$ cat config.mk
export PLATFORM = sky130hd
export DESIGN_NAME = rtc_calendar
export DESIGN_NICKNAME = d
export VERILOG_FILES = /design/src/rtc_pkg.sv /design/src/rtc_calendar.sv /design/src/rtc_divider.sv
export VERILOG_INCLUDE_DIRS = /design/src /design/src/src
export SDC_FILE = /design/constraint.sdc
export NUM_CORES = 1
export LEC_CHECK = 0
export ABC_CLOCK_PERIOD_IN_PS = 3200
export BUFFER_PORTS_ARGS = -buffer_cell sky130_fd_sc_hd__buf_2
export CAP_MARGIN = 20
export CORE_MARGIN = 3
export CORE_UTILIZATION = 35
export DETAILED_ROUTE_END_ITERATION = 12
export PLACE_DENSITY_LB_ADDON = 0.15
export SLEW_MARGIN = 20
export SYNTH_ARGS = -nofsm -noshare
export SYNTH_HDL_FRONTEND = slang
export SYNTH_SLANG_ARGS = --single-unit
export TNS_END_PERCENT = 30
$ cat constraint.sdc
create_clock -name clk -period 3.2 [get_ports clk]
set_input_delay 0.48 -clock clk [delete_from_list [all_inputs] [get_ports clk]]
set_output_delay 0.48 -clock clk [all_outputs]
set_load 0.03 [all_outputs]
$ cat src/rtc_params.svh
// Purpose: Offsets, field positions, reset values and timing counts.
// Assumes: Included by bare name; definitions only.
// Notes: Register offsets are word indices on the Avalon-MM slave.
`ifndef RTC_PARAMS_SVH
`define RTC_PARAMS_SVH

// Clock and divider step rate; the stage counter advances at 256 Hz.
`define CLK_HZ 40000000
`define DIV_STEP_HZ 256
`define DIV_STEP_CYCLES (`CLK_HZ / `DIV_STEP_HZ)

// Word indices of the registers.
`define ADDR_SEC 3'h0
`define ADDR_HOUR 3'h1
`define ADDR_MONTH 3'h2
`define ADDR_YEAR 3'h3
`define ADDR_FLAGS 3'h4
`define ADDR_ENABLES 3'h5
`define ADDR_CTRL 3'h6

// Field positions inside the 16-bit register images.
`define SEC_POS 8
`define HALF_DAY_POS 14
`define HOUR_POS 8
`define MIN_POS 0
`define MONTH_POS 8
`define DAY_POS 0
`define WDAY_POS 8
`define YEAR_POS 0
`define CTRL_MODE24_POS 0
`define CTRL_SRST_POS 1
`define CTRL_BUSY_POS 2

// Flag and enable bit positions.
`define FLG_REGULATION 15
`define FLG_SW_1HZ 14
`define FLG_SW_10HZ 13
`define FLG_SW_100HZ 12
`define FLG_ALARM 8
`define FLG_DAY 7
`define FLG_HOUR 6
`define FLG_MINUTE 5
`define FLG_SECOND 4
`define FLG_HALF 3
`define FLG_QUARTER 2
`define FLG_EIGHTH 1
`define FLG_T32 0
`define FLAG_MASK 16'hF1FF

// Reset values of the calendar counters and the last weekday value.
`define HOUR_RST 8'h12
`define MONTH_RST 8'h01
`define DAY_RST 8'h01
`define WDAY_LAST 3'h6

`endif

$ cat src/rtc_pkg.sv
// Purpose: Types shared by the real-time clock design files.
// Assumes: Nothing beyond the parameter header.
// Notes: Calendar digits are packed BCD, tens in the upper nibble.
package rtc_pkg;

  typedef logic [7:0] bcd_t;

  // Event pulses arriving from the neighbouring RTC blocks.
  typedef struct packed {
    logic regulation_done;
    logic stopwatch_1hz;
    logic stopwatch_10hz;
    logic stopwatch_100hz;
    logic alarm_match;
  } ext_event_s;

  // Time of day and calendar.
  typedef struct packed {
    bcd_t sec;
    bcd_t min;
    bcd_t hour;
    logic half_day;
    bcd_t day;
    bcd_t month;
    bcd_t year;
    logic [2:0] wday;
  } cal_s;

  // Whole state of the divider module.
  typedef struct packed {
    logic [31:0] pre;
    logic [7:0] stage;
  } div_state_s;

  // Whole state of the calendar module.
  typedef struct packed {
    cal_s t;
    logic [15:0] flags;
    logic [15:0] enables;
    logic mode_24_hour;
    logic ack;
    logic [31:0] rdata;
    logic irq;
  } cal_state_s;

endpackage

$ cat src/rtc_calendar.sv
// Purpose: Calendar counters, divider readout and event flags of an RTC.
// Assumes: Avalon-MM slave, word addressed, one wait state per access.
// Notes: Busy and external event sources come from neighbouring blocks.
//
// Implementation choices: the address map and the Avalon-MM interface to the registers.
`timescale 1ns/1ps
`include "rtc_params.svh"
module rtc_calendar
  import rtc_pkg::*;
#(
  parameter int unsigned STEP_CYCLES = `DIV_STEP_CYCLES
) (
  input wire logic clk,
  input wire logic rst_b,
  input wire logic [2:0] avs_address,
  input wire logic avs_read,
  input wire logic avs_write,
  input wire logic [31:0] avs_writedata,
  input wire logic [3:0] avs_byteenable,
  output logic [31:0] avs_readdata,
  output logic avs_waitrequest,
  input wire ext_event_s ext_events,
  input wire logic counter_busy,
  output logic irq
);

  cal_state_s s_q;
  cal_state_s s_d;
  logic [7:0] div_stage;
  logic step;
  logic soft_clear;
  logic bus_req;
  logic wr_take;
  logic [15:0] img;
  logic [15:0] wv;

  // Next BCD value of a counter that wraps from last to first.
  function automatic bcd_t bcd_next(input bcd_t v, input bcd_t last,
                                    input bcd_t first);
    bcd_t r;
    if (v == last) begin
      r = first;
    end else if (v[3:0] == 4'h9) begin
      r = {v[7:4] + 4'h1, 4'h0};
    end else begin
      r = {v[7:4], v[3:0] + 4'h1};
    end
    return r;
  endfunction

  // Last day of the month; every year divisible by four is a leap year.
  // Only two year digits are kept, so no century rule can be applied and
  // year 00 counts as a leap year.
  function automatic bcd_t month_last(input bcd_t mon, input bcd_t yr);
    logic leap;
    bcd_t r;
    leap = (~yr[4] & (yr[3:0] == 4'h0 | yr[3:0] == 4'h4 |
            yr[3:0] == 4'h8)) | (yr[4] & (yr[3:0] == 4'h2 |
            yr[3:0] == 4'h6));
    case (mon)
      8'h02: begin
        r = leap ? 8'h29 : 8'h28;
      end
      8'h04, 8'h06, 8'h09, 8'h11: begin
        r = 8'h30;
      end
      default: begin
        r = 8'h31;
      end
    endcase
    return r;
  endfunction

  // Merge write data into an old image by byte lane; lanes 2 and 3 unused.
  // A lane left out keeps its old bits, so a byte write spares the other.
  function automatic logic [15:0] lane_merge(input logic [15:0] old,
                                             input logic [31:0] data,
                                             input logic [3:0] be);
    logic [15:0] r;
    r = old;
    if (be[0]) begin
      r[7:0] = data[7:0];
    end
    if (be[1]) begin
      r[15:8] = data[15:8];
    end
    return r;
  endfunction

  // Word 0 holds seconds in 14:8 and the divider stages in 7:0.
  // Word 1 holds the half-day bit in 14, hours in 13:8, minutes in 6:0.
  // Word 2 holds the month in 12:8 and the day in 5:0.
  // Word 3 holds the weekday in 10:8 and the year in 7:0.
  // Word 4 holds the event flags, which are cleared by writing ones.
  // Word 5 holds the event enables at the same positions as the flags.
  // Word 6 holds 24-hour select in 0, soft reset in 1 and busy in 2.
  // Word 7 is unused; it reads zero and writes to it are dropped.
  // Reserved bits always read zero, so software may write back an image
  // it has read without disturbing anything except the flags of word 4, which it clears.
  // Register image as software sees it; unmapped addresses read zero.
  function automatic logic [15:0] reg_image(input cal_state_s s,
                                            input logic [2:0] a,
                                            input logic [7:0] stage,
                                            input logic busy);
    logic [15:0] r;
    r = 16'h0000;
    case (a)
      `ADDR_SEC: begin
        r[`SEC_POS +: 7] = s.t.sec[6:0];
        r[7:0] = stage;
      end
      `ADDR_HOUR: begin
        r[`HALF_DAY_POS] = s.t.half_day & ~s.mode_24_hour;
        r[`HOUR_POS +: 6] = s.t.hour[5:0];
        r[`MIN_POS +: 7] = s.t.min[6:0];
      end
      `ADDR_MONTH: begin
        r[`MONTH_POS +: 5] = s.t.month[4:0];
        r[`DAY_POS +: 6] = s.t.day[5:0];
      end
      `ADDR_YEAR: begin
        r[`WDAY_POS +: 3] = s.t.wday;
        r[`YEAR_POS +: 8] = s.t.year;
      end
      `ADDR_FLAGS: begin
        r = s.flags;
      end
      `ADDR_ENABLES: begin
        r = s.enables;
      end
      `ADDR_CTRL: begin
        r[`CTRL_MODE24_POS] = s.mode_24_hour;
        r[`CTRL_BUSY_POS] = busy;
      end
      default: begin
        r = 16'h0000;
      end
    endcase
    return r;
  endfunction

  // The divider chain; software reset restarts it from zero.
  // The clear is one cycle long and restarts the prescaler as well.
  rtc_divider #(
    .STEP_CYCLES(STEP_CYCLES)
  ) u_divider (
    .clk(clk),
    .rst_b(rst_b),
    .clear(soft_clear),
    .div_stage(div_stage),
    .step(step)
  );

  // One wait state: the first cycle of a request fetches, the second ends.
  // The acknowledge flop is rebuilt from the request every cycle, so a
  // master that gives up early leaves nothing pending behind it.
  // Writes act only in the second cycle, when the image has settled, so
  // the merge of byte lanes always starts from the current register.
  assign bus_req = avs_read | avs_write;
  assign avs_waitrequest = bus_req & ~s_q.ack;
  assign wr_take = avs_write & s_q.ack;
  assign avs_readdata = s_q.rdata;
  assign irq = s_q.irq;
  assign img = reg_image(s_q, avs_address, div_stage, counter_busy);
  assign wv = lane_merge(img, avs_writedata, avs_byteenable);
  assign soft_clear = wr_take & (avs_address == `ADDR_CTRL) &
                      wv[`CTRL_SRST_POS];

  // Counting, event detection and register writes. A write in the same
  // cycle as a carry overrides the counted value; software is expected
  // to avoid writing while busy, so this only matters for misuse.
  always_comb begin
    logic [15:0] ev;
    logic [15:0] clr;
    logic sec_tick;
    logic min_tick;
    logic hour_tick;
    logic day_tick;
    bcd_t last_day;
    s_d = s_q;
    ev = 16'h0000;
    clr = 16'h0000;
    min_tick = 1'b0;
    hour_tick = 1'b0;
    day_tick = 1'b0;
    last_day = month_last(s_q.t.month, s_q.t.year);
    sec_tick = step & (div_stage == 8'hFF);
    s_d.ack = bus_req & ~s_q.ack;

    // Sub-second events fire as the low stages wrap.
    // The second event is the wrap of the whole stage byte, so every
    // sub-second flag fires on that same step as well.
    ev[`FLG_HALF] = step & (div_stage[6:0] == 7'h7F);
    ev[`FLG_QUARTER] = step & (div_stage[5:0] == 6'h3F);
    ev[`FLG_EIGHTH] = step & (div_stage[4:0] == 5'h1F);
    ev[`FLG_T32] = step & (div_stage[2:0] == 3'h7);
    ev[`FLG_SECOND] = sec_tick;

    // Seconds and minutes ripple on their 59 to 00 wrap.
    if (sec_tick) begin
      s_d.t.sec = bcd_next(s_q.t.sec, 8'h59, 8'h00);
      min_tick = (s_q.t.sec == 8'h59);
    end
    if (min_tick) begin
      s_d.t.min = bcd_next(s_q.t.min, 8'h59, 8'h00);
      hour_tick = (s_q.t.min == 8'h59);
    end

    // Hours follow the selected mode.
    // In 12-hour mode the half-day bit flips on the 11 to 12 step, and a
    // new day starts only when it flips back from afternoon to morning.
    // In 24-hour mode a stale afternoon bit is dropped on this increment
    // and not on the mode change; reads mask it until then.
    if (hour_tick) begin
      if (s_q.mode_24_hour) begin
        s_d.t.hour = bcd_next(s_q.t.hour, 8'h23, 8'h00);
        s_d.t.half_day = 1'b0;
        day_tick = (s_q.t.hour == 8'h23);
      end else begin
        s_d.t.hour = bcd_next(s_q.t.hour, 8'h12, 8'h01);
        if (s_q.t.hour == 8'h11) begin
          s_d.t.half_day = ~s_q.t.half_day;
          day_tick = s_q.t.half_day;
        end
      end
    end

    // Day, weekday, month and year.
    // The weekday only follows the day counter and knows nothing of the
    // date, so software must load the two consistently.
    if (day_tick) begin
      s_d.t.day = bcd_next(s_q.t.day, last_day, 8'h01);
      s_d.t.wday = (s_q.t.wday == `WDAY_LAST) ? 3'h0 :
                   s_q.t.wday + 3'h1;
      if (s_q.t.day == last_day) begin
        s_d.t.month = bcd_next(s_q.t.month, 8'h12, 8'h01);
        if (s_q.t.month == 8'h12) begin
          s_d.t.year = bcd_next(s_q.t.year, 8'h99, 8'h00);
        end
      end
    end
    ev[`FLG_MINUTE] = min_tick;
    ev[`FLG_HOUR] = hour_tick;
    ev[`FLG_DAY] = day_tick;

    // Events from neighbouring blocks.
    ev[`FLG_REGULATION] = ext_events.regulation_done;
    ev[`FLG_SW_1HZ] = ext_events.stopwatch_1hz;
    ev[`FLG_SW_10HZ] = ext_events.stopwatch_10hz;
    ev[`FLG_SW_100HZ] = ext_events.stopwatch_100hz;
    ev[`FLG_ALARM] = ext_events.alarm_match;

    // Register writes take effect at the edge where waitrequest is low.
    if (wr_take) begin
      case (avs_address)
        `ADDR_SEC: begin
          s_d.t.sec = {1'b0, wv[`SEC_POS +: 7]};
        end
        `ADDR_HOUR: begin
          s_d.t.half_day = wv[`HALF_DAY_POS] &
                           ~s_q.mode_24_hour;
          s_d.t.hour = {2'b00, wv[`HOUR_POS +: 6]};
          s_d.t.min = {1'b0, wv[`MIN_POS +: 7]};
        end
        `ADDR_MONTH: begin
          s_d.t.month = {3'b000, wv[`MONTH_POS +: 5]};
          s_d.t.day = {2'b00, wv[`DAY_POS +: 6]};
        end
        `ADDR_YEAR: begin
          s_d.t.wday = wv[`WDAY_POS +: 3];
          s_d.t.year = wv[`YEAR_POS +: 8];
        end
        `ADDR_FLAGS: begin
          // A lane left out of byteenable clears nothing, whatever its data.
          clr = avs_writedata[15:0];
          if (!avs_byteenable[0]) begin
            clr[7:0] = 8'h00;
          end
          if (!avs_byteenable[1]) begin
            clr[15:8] = 8'h00;
          end
        end
        `ADDR_ENABLES: begin
          // Reserved positions are masked so they always read back zero.
          s_d.enables = wv & `FLAG_MASK;
        end
        `ADDR_CTRL: begin
          s_d.mode_24_hour = wv[`CTRL_MODE24_POS];
        end
        default: begin
          s_d.enables = s_q.enables;
        end
      endcase
    end

    // A new event wins over a clear in the same cycle.
    s_d.flags = ((s_q.flags & ~clr) | ev) & `FLAG_MASK;
    // The request follows the next flags and enables, so it rises on the
    // same edge as the flag that causes it.
    s_d.irq = |(s_d.flags & s_d.enables);

    // Read data is fetched in the wait cycle and stands in the next.
    if (avs_read & ~s_q.ack) begin
      s_d.rdata = {16'h0000, img};
    end
  end

  // State register. Hour 12, day 1 and month 1 are the only non-zero
  // reset values; acknowledge and read data start at zero, so the bus
  // stays quiet while reset is held.
  always_ff @(posedge clk) begin
    if (!rst_b) begin
      s_q <= '0;
      s_q.t.hour <= `HOUR_RST;
      s_q.t.month <= `MONTH_RST;
      s_q.t.day <= `DAY_RST;
    end else begin
      s_q <= s_d;
    end
  end

endmodule

$ cat src/rtc_divider.sv
// Purpose: Prescaler and eight-stage sub-second divider chain.
// Assumes: One clock; clear is a one-cycle pulse from software.
// Notes: Stage bit 0 toggles at 256 Hz steps, giving a 128 Hz square.
`timescale 1ns/1ps
`include "rtc_params.svh"
module rtc_divider
  import rtc_pkg::*;
#(
  parameter int unsigned STEP_CYCLES = `DIV_STEP_CYCLES
) (
  input wire logic clk,
  input wire logic rst_b,
  input wire logic clear,
  output logic [7:0] div_stage,
  output logic step
);

  div_state_s s_q;
  div_state_s s_d;

  // Step is combinational so the calendar sees it with the old stage.
  assign step = (s_q.pre == 32'(STEP_CYCLES - 1)) & ~clear;
  assign div_stage = s_q.stage;

  // Prescaler counts clock cycles; a clear restarts the whole chain.
  always_comb begin
    s_d = s_q;
    if (clear) begin
      s_d.pre = 32'h0;
      s_d.stage = 8'h00;
    end else if (step) begin
      s_d.pre = 32'h0;
      s_d.stage = s_q.stage + 8'h01;
    end else begin
      s_d.pre = s_q.pre + 32'h1;
    end
  end

  // State register with synchronous reset.
  always_ff @(posedge clk) begin
    if (!rst_b) begin
      s_q <= '0;
    end else begin
      s_q <= s_d;
    end
  end

endmodule

==> run metrics, run 1 <==
pin count of the biggest net entering global routing 33; Finish-stage setup viols 0; Required @ worst endpoint 3550 ps; Avg Cell Area, Syn 8.100 sq um; Post-synth EDFFs 0; power density over cell area about 450 nW/um^2; Pint about 3.0 mW; placeable core region between 20000 and 25000 sq um; Combinational Power Share 9.6%; row count 54; DIE WIDTH ~160 microns; largest cells by area after synthesis dfxtp_1 (34%), nor2_1 (6.7%), nand2_1 (4.6%); Distinct cells, synth between 80 and 90; Post-Syn Area 8068 sq um; Most used DFF post-synth dfxtp_1; die boundary height approximately 160 microns; status finished, final reports clean; DP Worst Slack between 300 and 400 ps; root buffer cell clkbuf_16; post-CTS setup buffer count 0; hold buffers post-CTS 0; DIE AREA approximately 25000 sq um; worst hold-check path type in2reg; Max Cap Viol 0; Critical Path Start Type flop; Max Slew Vio Count 0; TritonCTS buffer count 17; first-pass GRT wire length between 30 and 40 mm; measured slew at the worst slew-check pin 672.0 ps; top-area cell type share of the netlist area between 30% and 40%; H-tree depth 4; Clock Power Share about 48%; register bit total from synthesis approximately 140; drt initial violations 551; Max Fclk between 300 and 400 MHz; final core utilization approximately 41%; DRC 0; vias per std cell approximately 5.4; # port buffers 48; post-CTS sizing 0; area grow syn2layout 14.07%; nets 1114; CTS tree done; half-perimeter wire length after placement about 19 mm; Sw Pwr 1.185 mW; setup TNS 0 ps; layout cells sized above 1 approximately 16%; setup ws final roughly 280 ps; period utilization about nine tenths; Gate Count Post-Synth between 900 and 1000; Placer Congestion approximately 0.93; ys async rst share 0%; Clock Latency Late Sink approximately 440 ps; vias in the first global route 6848; maximum vdd drop approximately 0.28 mV; Clock Skews between 10 and 15 ps; endpoint class of the critical path flop; WP data arrival roughly 3300 ps; total gr overflow 0; Relative slew margins a little under three fifths; Top-Level Pins 83; Post-Route WL approximately 25 mm; crit path max fanout 8; clk buf depth 2; unrepaired setup endpoints after global routing no; fin crit period slightly below 3000 ps; vias post-DR around 7200; power share of the sequential group roughly 43%; most common cell after layout, fill and taps aside nor2_1; Crit Path Category reg2reg; routed len/inst 18.77 microns; CTS clk-pin slew, worst paths around 70 ps; synthesis warning total 0; post-synthesis sequential area ratio approximately a third; clock sinks 137; initial antenna violation count 2; Switching Fraction around 28%; DRT antenna net count 0; GRT Total Usage approximately 20%; Leakage 3.630 nW; commonest cells after routing, fill and taps aside nor2_1 (143), dfxtp_1 (137), nand2_1 (98); # diodes 0; biggest area consumer among synthesized cells dfxtp_1; TritonRoute pass-1 iters 5; Final Hold Vio Count 0; Initial Utilization between 30% and 40%
flip-flops by register name, indices dropped and copies added, names as in the netlist:
name and flops:
s_q 80, u_divider.s_q 32, avs_readdata 16, u_divider.div_stage 8, irq 1
through the flow:
stage	power, mW	hold WS, ps	cells	area [sq um]
6_report	4.159	265.6	1333	9203
5_1_grt	4.313	274.3	1333	9203
4_1_cts	4.207	247.9	1333	9203
3_5_place_dp	2.210	462.7	1301	8616
3_3_place_gp	2.211	452.5	1301	8616
2_1_floorplan	2.081	433.4	1011	8124
area by class of cell:
type / count / area [sq um]
Fill cell: 2283 / 13030
Multi-Input combinational cell: 764 / 4831
Sequential cell: 137 / 2743
Timing Repair Buffer: 93 / 590.6
Clock buffer: 17 / 425.4
Tap cell: 280 / 350.3
Clock inverter: 15 / 161.4
Inverter: 27 / 101.3
power groups by stage:
stage | logic [mW] | registers, mW | clock network, mW
after floorplan | 0.281 | 1.80 | 0
after CTS | 0.398 | 1.78 | 2.03
after global routing | 0.434 | 1.78 | 2.10
after detailed placement | 0.396 | 1.81 | 0
final | 0.400 | 1.78 | 1.98
after global placement | 0.397 | 1.81 | 0
cells in the mapped netlist (all sizes together), types with 4 or more instances:
master	count
a211oi	14
a21o	5
a21oi	51
a221oi	6
a31o	4
a31oi	8
and2	13
and3	18
and3b	6
and4	6
buf	48
clkbuf	35
dfxtp	137
ha	25
inv	27
mux2	14
mux2i	26
nand2	99
nand2b	11
nand3	44
nand3b	4
nand4	17
nor2	145
nor2b	12
nor3	24
nor3b	5
nor4	17
nor4b	4
o2111ai	6
o21ai	35
o22ai	13
o31a	5
o31ai	4
or2	4
or3	5
xnor2	23
xor2	27
final timing paths:
| path | from | cells after the start | endpoint | slack, ps |
|---|---|---|---|---|
| worst max-delay path | s_q[83] | 9 | s_q[87] | 280 |
| worst min-delay path | ext_events[4] | 3 | s_q[66] | 270 |
| worst max register to register | s_q[83] | 9 | s_q[87] | 280 |
| worst min register to register | u_divider.s_q[8] | 1 | u_divider.s_q[8] | 470 |
logic make-up after synthesis:
group,count (synthesis),synth area share [%]
AOI/OAI and AO/OA,189,15.88
xor gates and xnor gates,50,5.428
adders and majority gates,25,3.877
buffers and inverters,110,6.824
DFF,137,34.00
muxes,43,6.017
other,1,0.04648
and+or+nand+nor,441,27.93
critical path, cell delays in order, from the launching register on:
cell and delay [ps]:
dfxtp_1 340, inv_1 80, ha_1 160, nor3b_1 480, nand2_2 110, o31a_1 330, a211oi_4 480, nor2_2 100
or4_4 530, a221oi_2 230
metal layers:
layer	GRT usage [%]	wire (microns)	vias up
met5	0	14	-
met4	5.372	417	4
met3	4.593	1574	34
met2	32.69	11280	197
met1	27.98	11740	3406
li1	-	-	3597
Power figures use the tool's default switching activity.
==> run 2, diff against run 1 <==
--- a/config.mk
+++ b/config.mk
@@ -9,7 +9,6 @@
 export ABC_CLOCK_PERIOD_IN_PS = 3200
 export BUFFER_PORTS_ARGS = -buffer_cell sky130_fd_sc_hd__buf_2
 export CAP_MARGIN = 20
-export CORE_MARGIN = 3
 export CORE_UTILIZATION = 35
 export DETAILED_ROUTE_END_ITERATION = 12
 export PLACE_DENSITY_LB_ADDON = 0.15
==> run 2 against run 1 <==
Net effect:
- hold slack better by 4.0 ps
- wire length down 0.77%
- critical path depth unchanged
- combinational power about the same
- global-route usage up 1.0 points
- via count up 1.0%
- sequential share of layout area down 0.16 points
- clock-buffer cell count up 1
- clock skew about the same
- utilization down 0.54 points
- design area up 0.53%
- largest cell class unchanged
==> run metrics, run 2 (synthesis results as in run 1) <==
status finished, final reports clean; DRC 0 (unchanged); first-pass GRT wire length 39.10 mm (about the same); hold path cells 3 (unchanged); FF-to-FF setup slack 400 ps (+120 ps); vias per std cell 5.474 (+0.81%); drt initial violations 498 (-9.6%); DRT antenna net count 0 (unchanged); FF-to-FF Start s_q[83]; TritonRoute pass-1 iters 5 (unchanged); Crit Path Category reg2reg; nets 1112 (-0.18%); reg2reg end s_q[87]; Clock Latency Late Sink 430 ps (about the same); period utilization 87.56% (-3.8 points); # port buffers 48 (unchanged); Initial Utilization 35.63% (-0.66 points); fin crit period 2802 ps (-122.8 ps); vias in the first global route 6889 (+0.60%); die boundary height 153.8 microns (-2.5%); Post-Layout Cell Count 1336 (+0.23%); hold path start ext_events[4]; placed insts 1304 (+0.23%); crit-path max cell delay 540 ps (about the same); Finish-stage setup viols 0 (unchanged); DIE WIDTH 153.8 microns (-2.5%); placeable core region 22640 sq um (+1.9%); Post-Route WL 24.83 mm (-0.77%); WP data arrival 3140 ps (-130 ps); crit path max fanout 8 (unchanged); root buffer cell clkbuf_16; register area 2743 sq um (unchanged); worst-path cell chain inv_1, ha_1, nor3b_2, nand2_2, o31a_1, a211oi_4, nor2_2, or4_4, a221oi_2; CTS tree done; TritonCTS buffer count 17 (unchanged); area grow syn2layout 14.67%; H-tree depth 4 (unchanged); initial antenna violation count 0 (-2); total gr overflow 0 (unchanged); GRT Total Usage 21.47% (+1.0 points); unrepaired setup endpoints after global routing no; vias post-DR 7313 (+1.0%); Max Fclk 356.9 MHz (+4.4%); WP buf/inv 1 (unchanged); slowest CP cell or4_4; CTS clk-pin slew, worst paths 70 ps (about the same); Max Cap Viol 0 (unchanged); Max Slew Vio Count 0 (unchanged); Largest Register s_q; Worst Reg-to-Reg Cells 9 (unchanged); row count 55 (+1.9%); layout cells sized above 1 15.98% (-0.16 points); multi-input logic area 4836 sq um (+0.10%); routed len/inst 18.59 microns (-0.99%); setup TNS 0 ps (unchanged); Clock Skews 10.08 ps (-0.4547 ps); pin count of the biggest net entering global routing 43 (+30%); DIE AREA 23660 sq um (-5.0%); Placer Congestion 0.8883 (-4.8%); Required @ worst endpoint 3530 ps (-20 ps); FILL cells 2354 (+3.1%); maximum vdd drop 0.2837 mV (+0.59%); total chip power 4.304 mW (+3.5%); cell family with most CP delay simple AND/OR/NAND/NOR gates; clock sinks 137 (unchanged); worst hold-check path type in2reg; measured slew at the worst slew-check pin 1086 ps (+413.9 ps); Largest register FFs 80 (unchanged); Leakage 3.641 nW (+0.29%); clk buf depth 2 (unchanged); power density over cell area 465.2 nW/um^2 (+2.9%); Critical Path Start Type flop; Final Hold Vio Count 0 (unchanged); Top-Level Pins 83 (unchanged); Relative slew margins 26.84% (-28 points); most common cell after layout, fill and taps aside nor2_1; Hold Path Sink s_q[66]; commonest cells after routing, fill and taps aside nor2_1 (143), dfxtp_1 (137), nand2_1 (98); half-perimeter wire length after placement 18.47 mm (-2.4%); endpoint class of the critical path flop; # diodes 0 (unchanged)
[run 2: cell types whose count changed in the layout (fill, tap and decap cells not counted), sizes merged]
cell | previous run | this run
inv | 35 | 29
bufinv | 1 | 4
buf | 93 | 91
clkinvlp | 3 | 5
clkbuf | 17 | 18
[run 2: final cells by class]
cell class                 instances  share of cell area (%)
timing repair buffer              91                   6.357
clock inverter                    14                   2.137
sequential                       137                   29.65
inverter                          27                   1.095
clock buffer                      18                   4.639
multi-input combinational        764                   52.27
tap                              285                   3.854
[run 2: how the worst max path moves through the flow]
stage	start	to	slack (ps)	depth (start not counted)
after floorplan	s_q[82]	s_q[87]	580	9
after global placement	s_q[83]	s_q[87]	200	9
after detailed placement	s_q[83]	s_q[87]	200	9
after CTS	s_q[83]	s_q[87]	170	9
after global routing	s_q[83]	s_q[87]	220	9
final	s_q[83]	s_q[87]	400	9
[run 2: per-stage QoR]
stage               hold slack [ps]  util [%]  setup slack (ps)  cell area (sq um)
floorplan                     433.4         -             584.0               8124
global placement              452.4     38.07             198.4               8620
detailed placement            464.2     38.07             203.2               8620
CTS                           257.6     40.84             172.7               9246
global route                  298.5     40.86             216.4               9251
finish                        269.6     40.86             398.1               9251
[run 2: power breakdown]
part / internal [mW] / switching (mW) / total, mW / leakage [nW]
Combinational: 0.133 / 0.269 / 0.402 / 2.24
Sequential: 1.74 / 0.0366 / 1.78 / 1.11
Clock: 1.31 / 0.817 / 2.13 / 0.289
[run 2: worst reg2reg max path: stages, from the launching register on]
cell and delay [ps]:
dfxtp_1 340, inv_1 80, ha_1 150, nor3b_2 330
nand2_2 100, o31a_1 310, a211oi_4 450, nor2_2 160
or4_4 540, a221oi_2 230
[run 2: metal layers]
layer	track usage, %	vias to the layer above	share of wire [%]
met3	3.185	23	5.1
li1	-	3583	-
met5	0	-	0
met1	29.18	3492	48
met4	6.286	0	1.5
met2	35.09	215	46
[run 2: what timing repair did]
item                                    CTS  global route
endpoints found under the setup margin    0             1
gates resized for setup                   0             1
hold buffers                              0             0
setup buffers                             0             0
==> run 3, diff against run 2 <==
--- a/config.mk
+++ b/config.mk
@@ -6,7 +6,7 @@
 export SDC_FILE = /design/constraint.sdc
 export NUM_CORES = 1
 export LEC_CHECK = 0
-export ABC_CLOCK_PERIOD_IN_PS = 3200
+export ABC_CLOCK_PERIOD_IN_PS = 3390
 export BUFFER_PORTS_ARGS = -buffer_cell sky130_fd_sc_hd__buf_2
 export CAP_MARGIN = 20
 export CORE_UTILIZATION = 35
==> constraint.sdc (replaced) <==
create_clock -name clk -period 3.39 [get_ports clk]
set_input_delay 0.5085 -clock clk [delete_from_list [all_inputs] [get_ports clk]]
set_output_delay 0.5085 -clock clk [all_outputs]
set_load 0.03 [all_outputs]
==> run 3 against run 2 <==
Net effect:
- sequential share of layout area rose by 0.44 points
- clock-buffer cell count stayed put
- global-route usage decreased by 0.13 points
- sequential cell count unchanged
- critical endpoint unchanged
- clock power fell by 11%
==> run metrics, run 3 (synthesis results as in run 1) <==
status finished, final reports clean; pin count of the biggest net entering global routing 43 (unchanged); total gr overflow 0 (unchanged); clock sinks 137 (unchanged); root buffer cell clkbuf_16; DP Worst Slack 263.5 ps (+60.27 ps); commonest cells after routing, fill and taps aside nor2_1 (143), dfxtp_1 (137), nand2_1 (98); # port buffers 48 (unchanged); total chip power 3.933 mW (-8.6%); vias post-DR 7256 (-0.78%); TritonCTS buffer count 17 (unchanged); drt initial violations 501 (+0.60%); endpoint class of the critical path flop; row count 55 (unchanged); die boundary height 153.8 microns (unchanged); area grow syn2layout 13.01%; maximum vdd drop 0.2612 mV (-7.9%); Clock Skews 9.032 ps (-1.048 ps); clk buf depth 2 (unchanged); half-perimeter wire length after placement 18.48 mm (about the same); Max Cap Viol 0 (unchanged); setup TNS 0 ps (unchanged); crit path max fanout 8 (unchanged); H-tree depth 4 (unchanged); most common cell after layout, fill and taps aside nor2_1; final core utilization 40.27% (-0.59 points); # diodes 0 (unchanged); DIE WIDTH 153.8 microns (unchanged); fin crit period 2935 ps (+133.1 ps); Crit Path Category reg2reg; Largest register FFs 80 (unchanged); Relative slew margins 28.87% (+2.0 points); hold buffers post-CTS 0 (unchanged); TritonRoute pass-1 iters 5 (unchanged); measured slew at the worst slew-check pin 1056 ps (-30.07 ps); worst hold-check path type in2reg; Largest Register s_q; FF-to-FF setup slack 460 ps (+60 ps); Top-Level Pins 83 (unchanged); unrepaired setup endpoints after global routing no; post-CTS setup buffer count 0 (unchanged); CTS tree done; power density over cell area 431.3 nW/um^2 (-7.3%); DIE AREA 23660 sq um (unchanged); Finish-stage setup viols 0 (unchanged); Max Fclk 340.7 MHz (-4.5%); CTS clk-pin slew, worst paths 70 ps (about the same); nets 1101 (-0.99%); DRT antenna net count 0 (unchanged); GRT Total Usage 21.34% (-0.13 points); period utilization 86.58% (-0.98 points); Critical Path Start Type flop; Placer Congestion 0.8916 (+0.37%); DRC 0 (unchanged); Initial Utilization 35.63% (unchanged); placeable core region 22640 sq um (unchanged); setup ws final 455.0 ps (+56.90 ps); layout cells sized above 1 15.00% (-0.98 points); Max Slew Vio Count 0 (unchanged); Post-Route WL 24.97 mm (+0.56%); Clock Latency Late Sink 430 ps (about the same); vias per std cell 5.476 (about the same); WP data arrival 3270 ps (+130 ps); FILL cells 2364 (+0.42%); routed len/inst 18.85 microns (+1.4%); Required @ worst endpoint 3730 ps (+200 ps); initial antenna violation count 0 (unchanged); vias in the first global route 6661 (-3.3%); Final Hold Vio Count 0 (unchanged); post-CTS sizing 0 (unchanged); first-pass GRT wire length 38.54 mm (-1.4%); register area 2743 sq um (unchanged); multi-input logic area 4831 sq um (-0.10%); Leakage 3.567 nW (-2.0%)
==> run 3: changes by cell type in the layout (fill, tap and decap cells not counted), sizes merged <==
cell and delta:
clkinv +1, inv +3, clkinvlp -2, buf -11
bufinv -2
==> run 3: final cells by class <==
type / instances / area share, %
flip-flops and latches: 137 / 30.08
repair buffers: 80 / 5.407
well taps: 285 / 3.911
clock buffers: 18 / 4.707
inverters: 27 / 1.112
multi-input cells: 764 / 52.98
clock inverters: 14 / 1.798
==> run 3: path summary, 6_finish.rpt <==
kind	from	to	depth (start not counted)
max	s_q[83]	s_q[87]	9
max reg2reg	s_q[83]	s_q[87]	9
min reg2reg	u_divider.s_q[8]	u_divider.s_q[8]	1
min	ext_events[4]	s_q[66]	3
==> run 3: layer usage <==
metal / wire length [microns] / track usage (%)
met1: 11710 / 29.02
met3: 1395 / 3.579
met2: 11330 / 34.26
met5: 0 / 0
met4: 536 / 6.905
==> run 3: through the flow <==
stage          std cells  hold WS (ps)  cell area [sq um]
2_1_floorplan       1011         433.4               8124
3_3_place_gp        1293         451.2               8524
3_5_place_dp        1293         475.0               8524
4_1_cts             1325         292.1               9117
5_1_grt             1325         300.7               9117
6_report            1325         299.7               9117
==> run 3: critical path, cell delays in order, from the launching register on <==
cell,delay (ps)
dfxtp_1,330
inv_1,80
ha_1,160
nor3b_1,460
nand2_2,100
o31a_1,320
a211oi_4,470
nor2_2,160
or4_4,540
a221oi_2,230
==> run 3: where the power goes <==
| part | leakage (nW) | total (mW) | switching (mW) | internal (mW) |
|---|---|---|---|---|
| Clock | 0.280 | 1.89 | 0.786 | 1.10 |
| Sequential | 1.11 | 1.68 | 0.0340 | 1.64 |
| Combinational | 2.18 | 0.371 | 0.252 | 0.119 |
| Total | 3.57 | 3.93 | 1.07 | 2.86 |
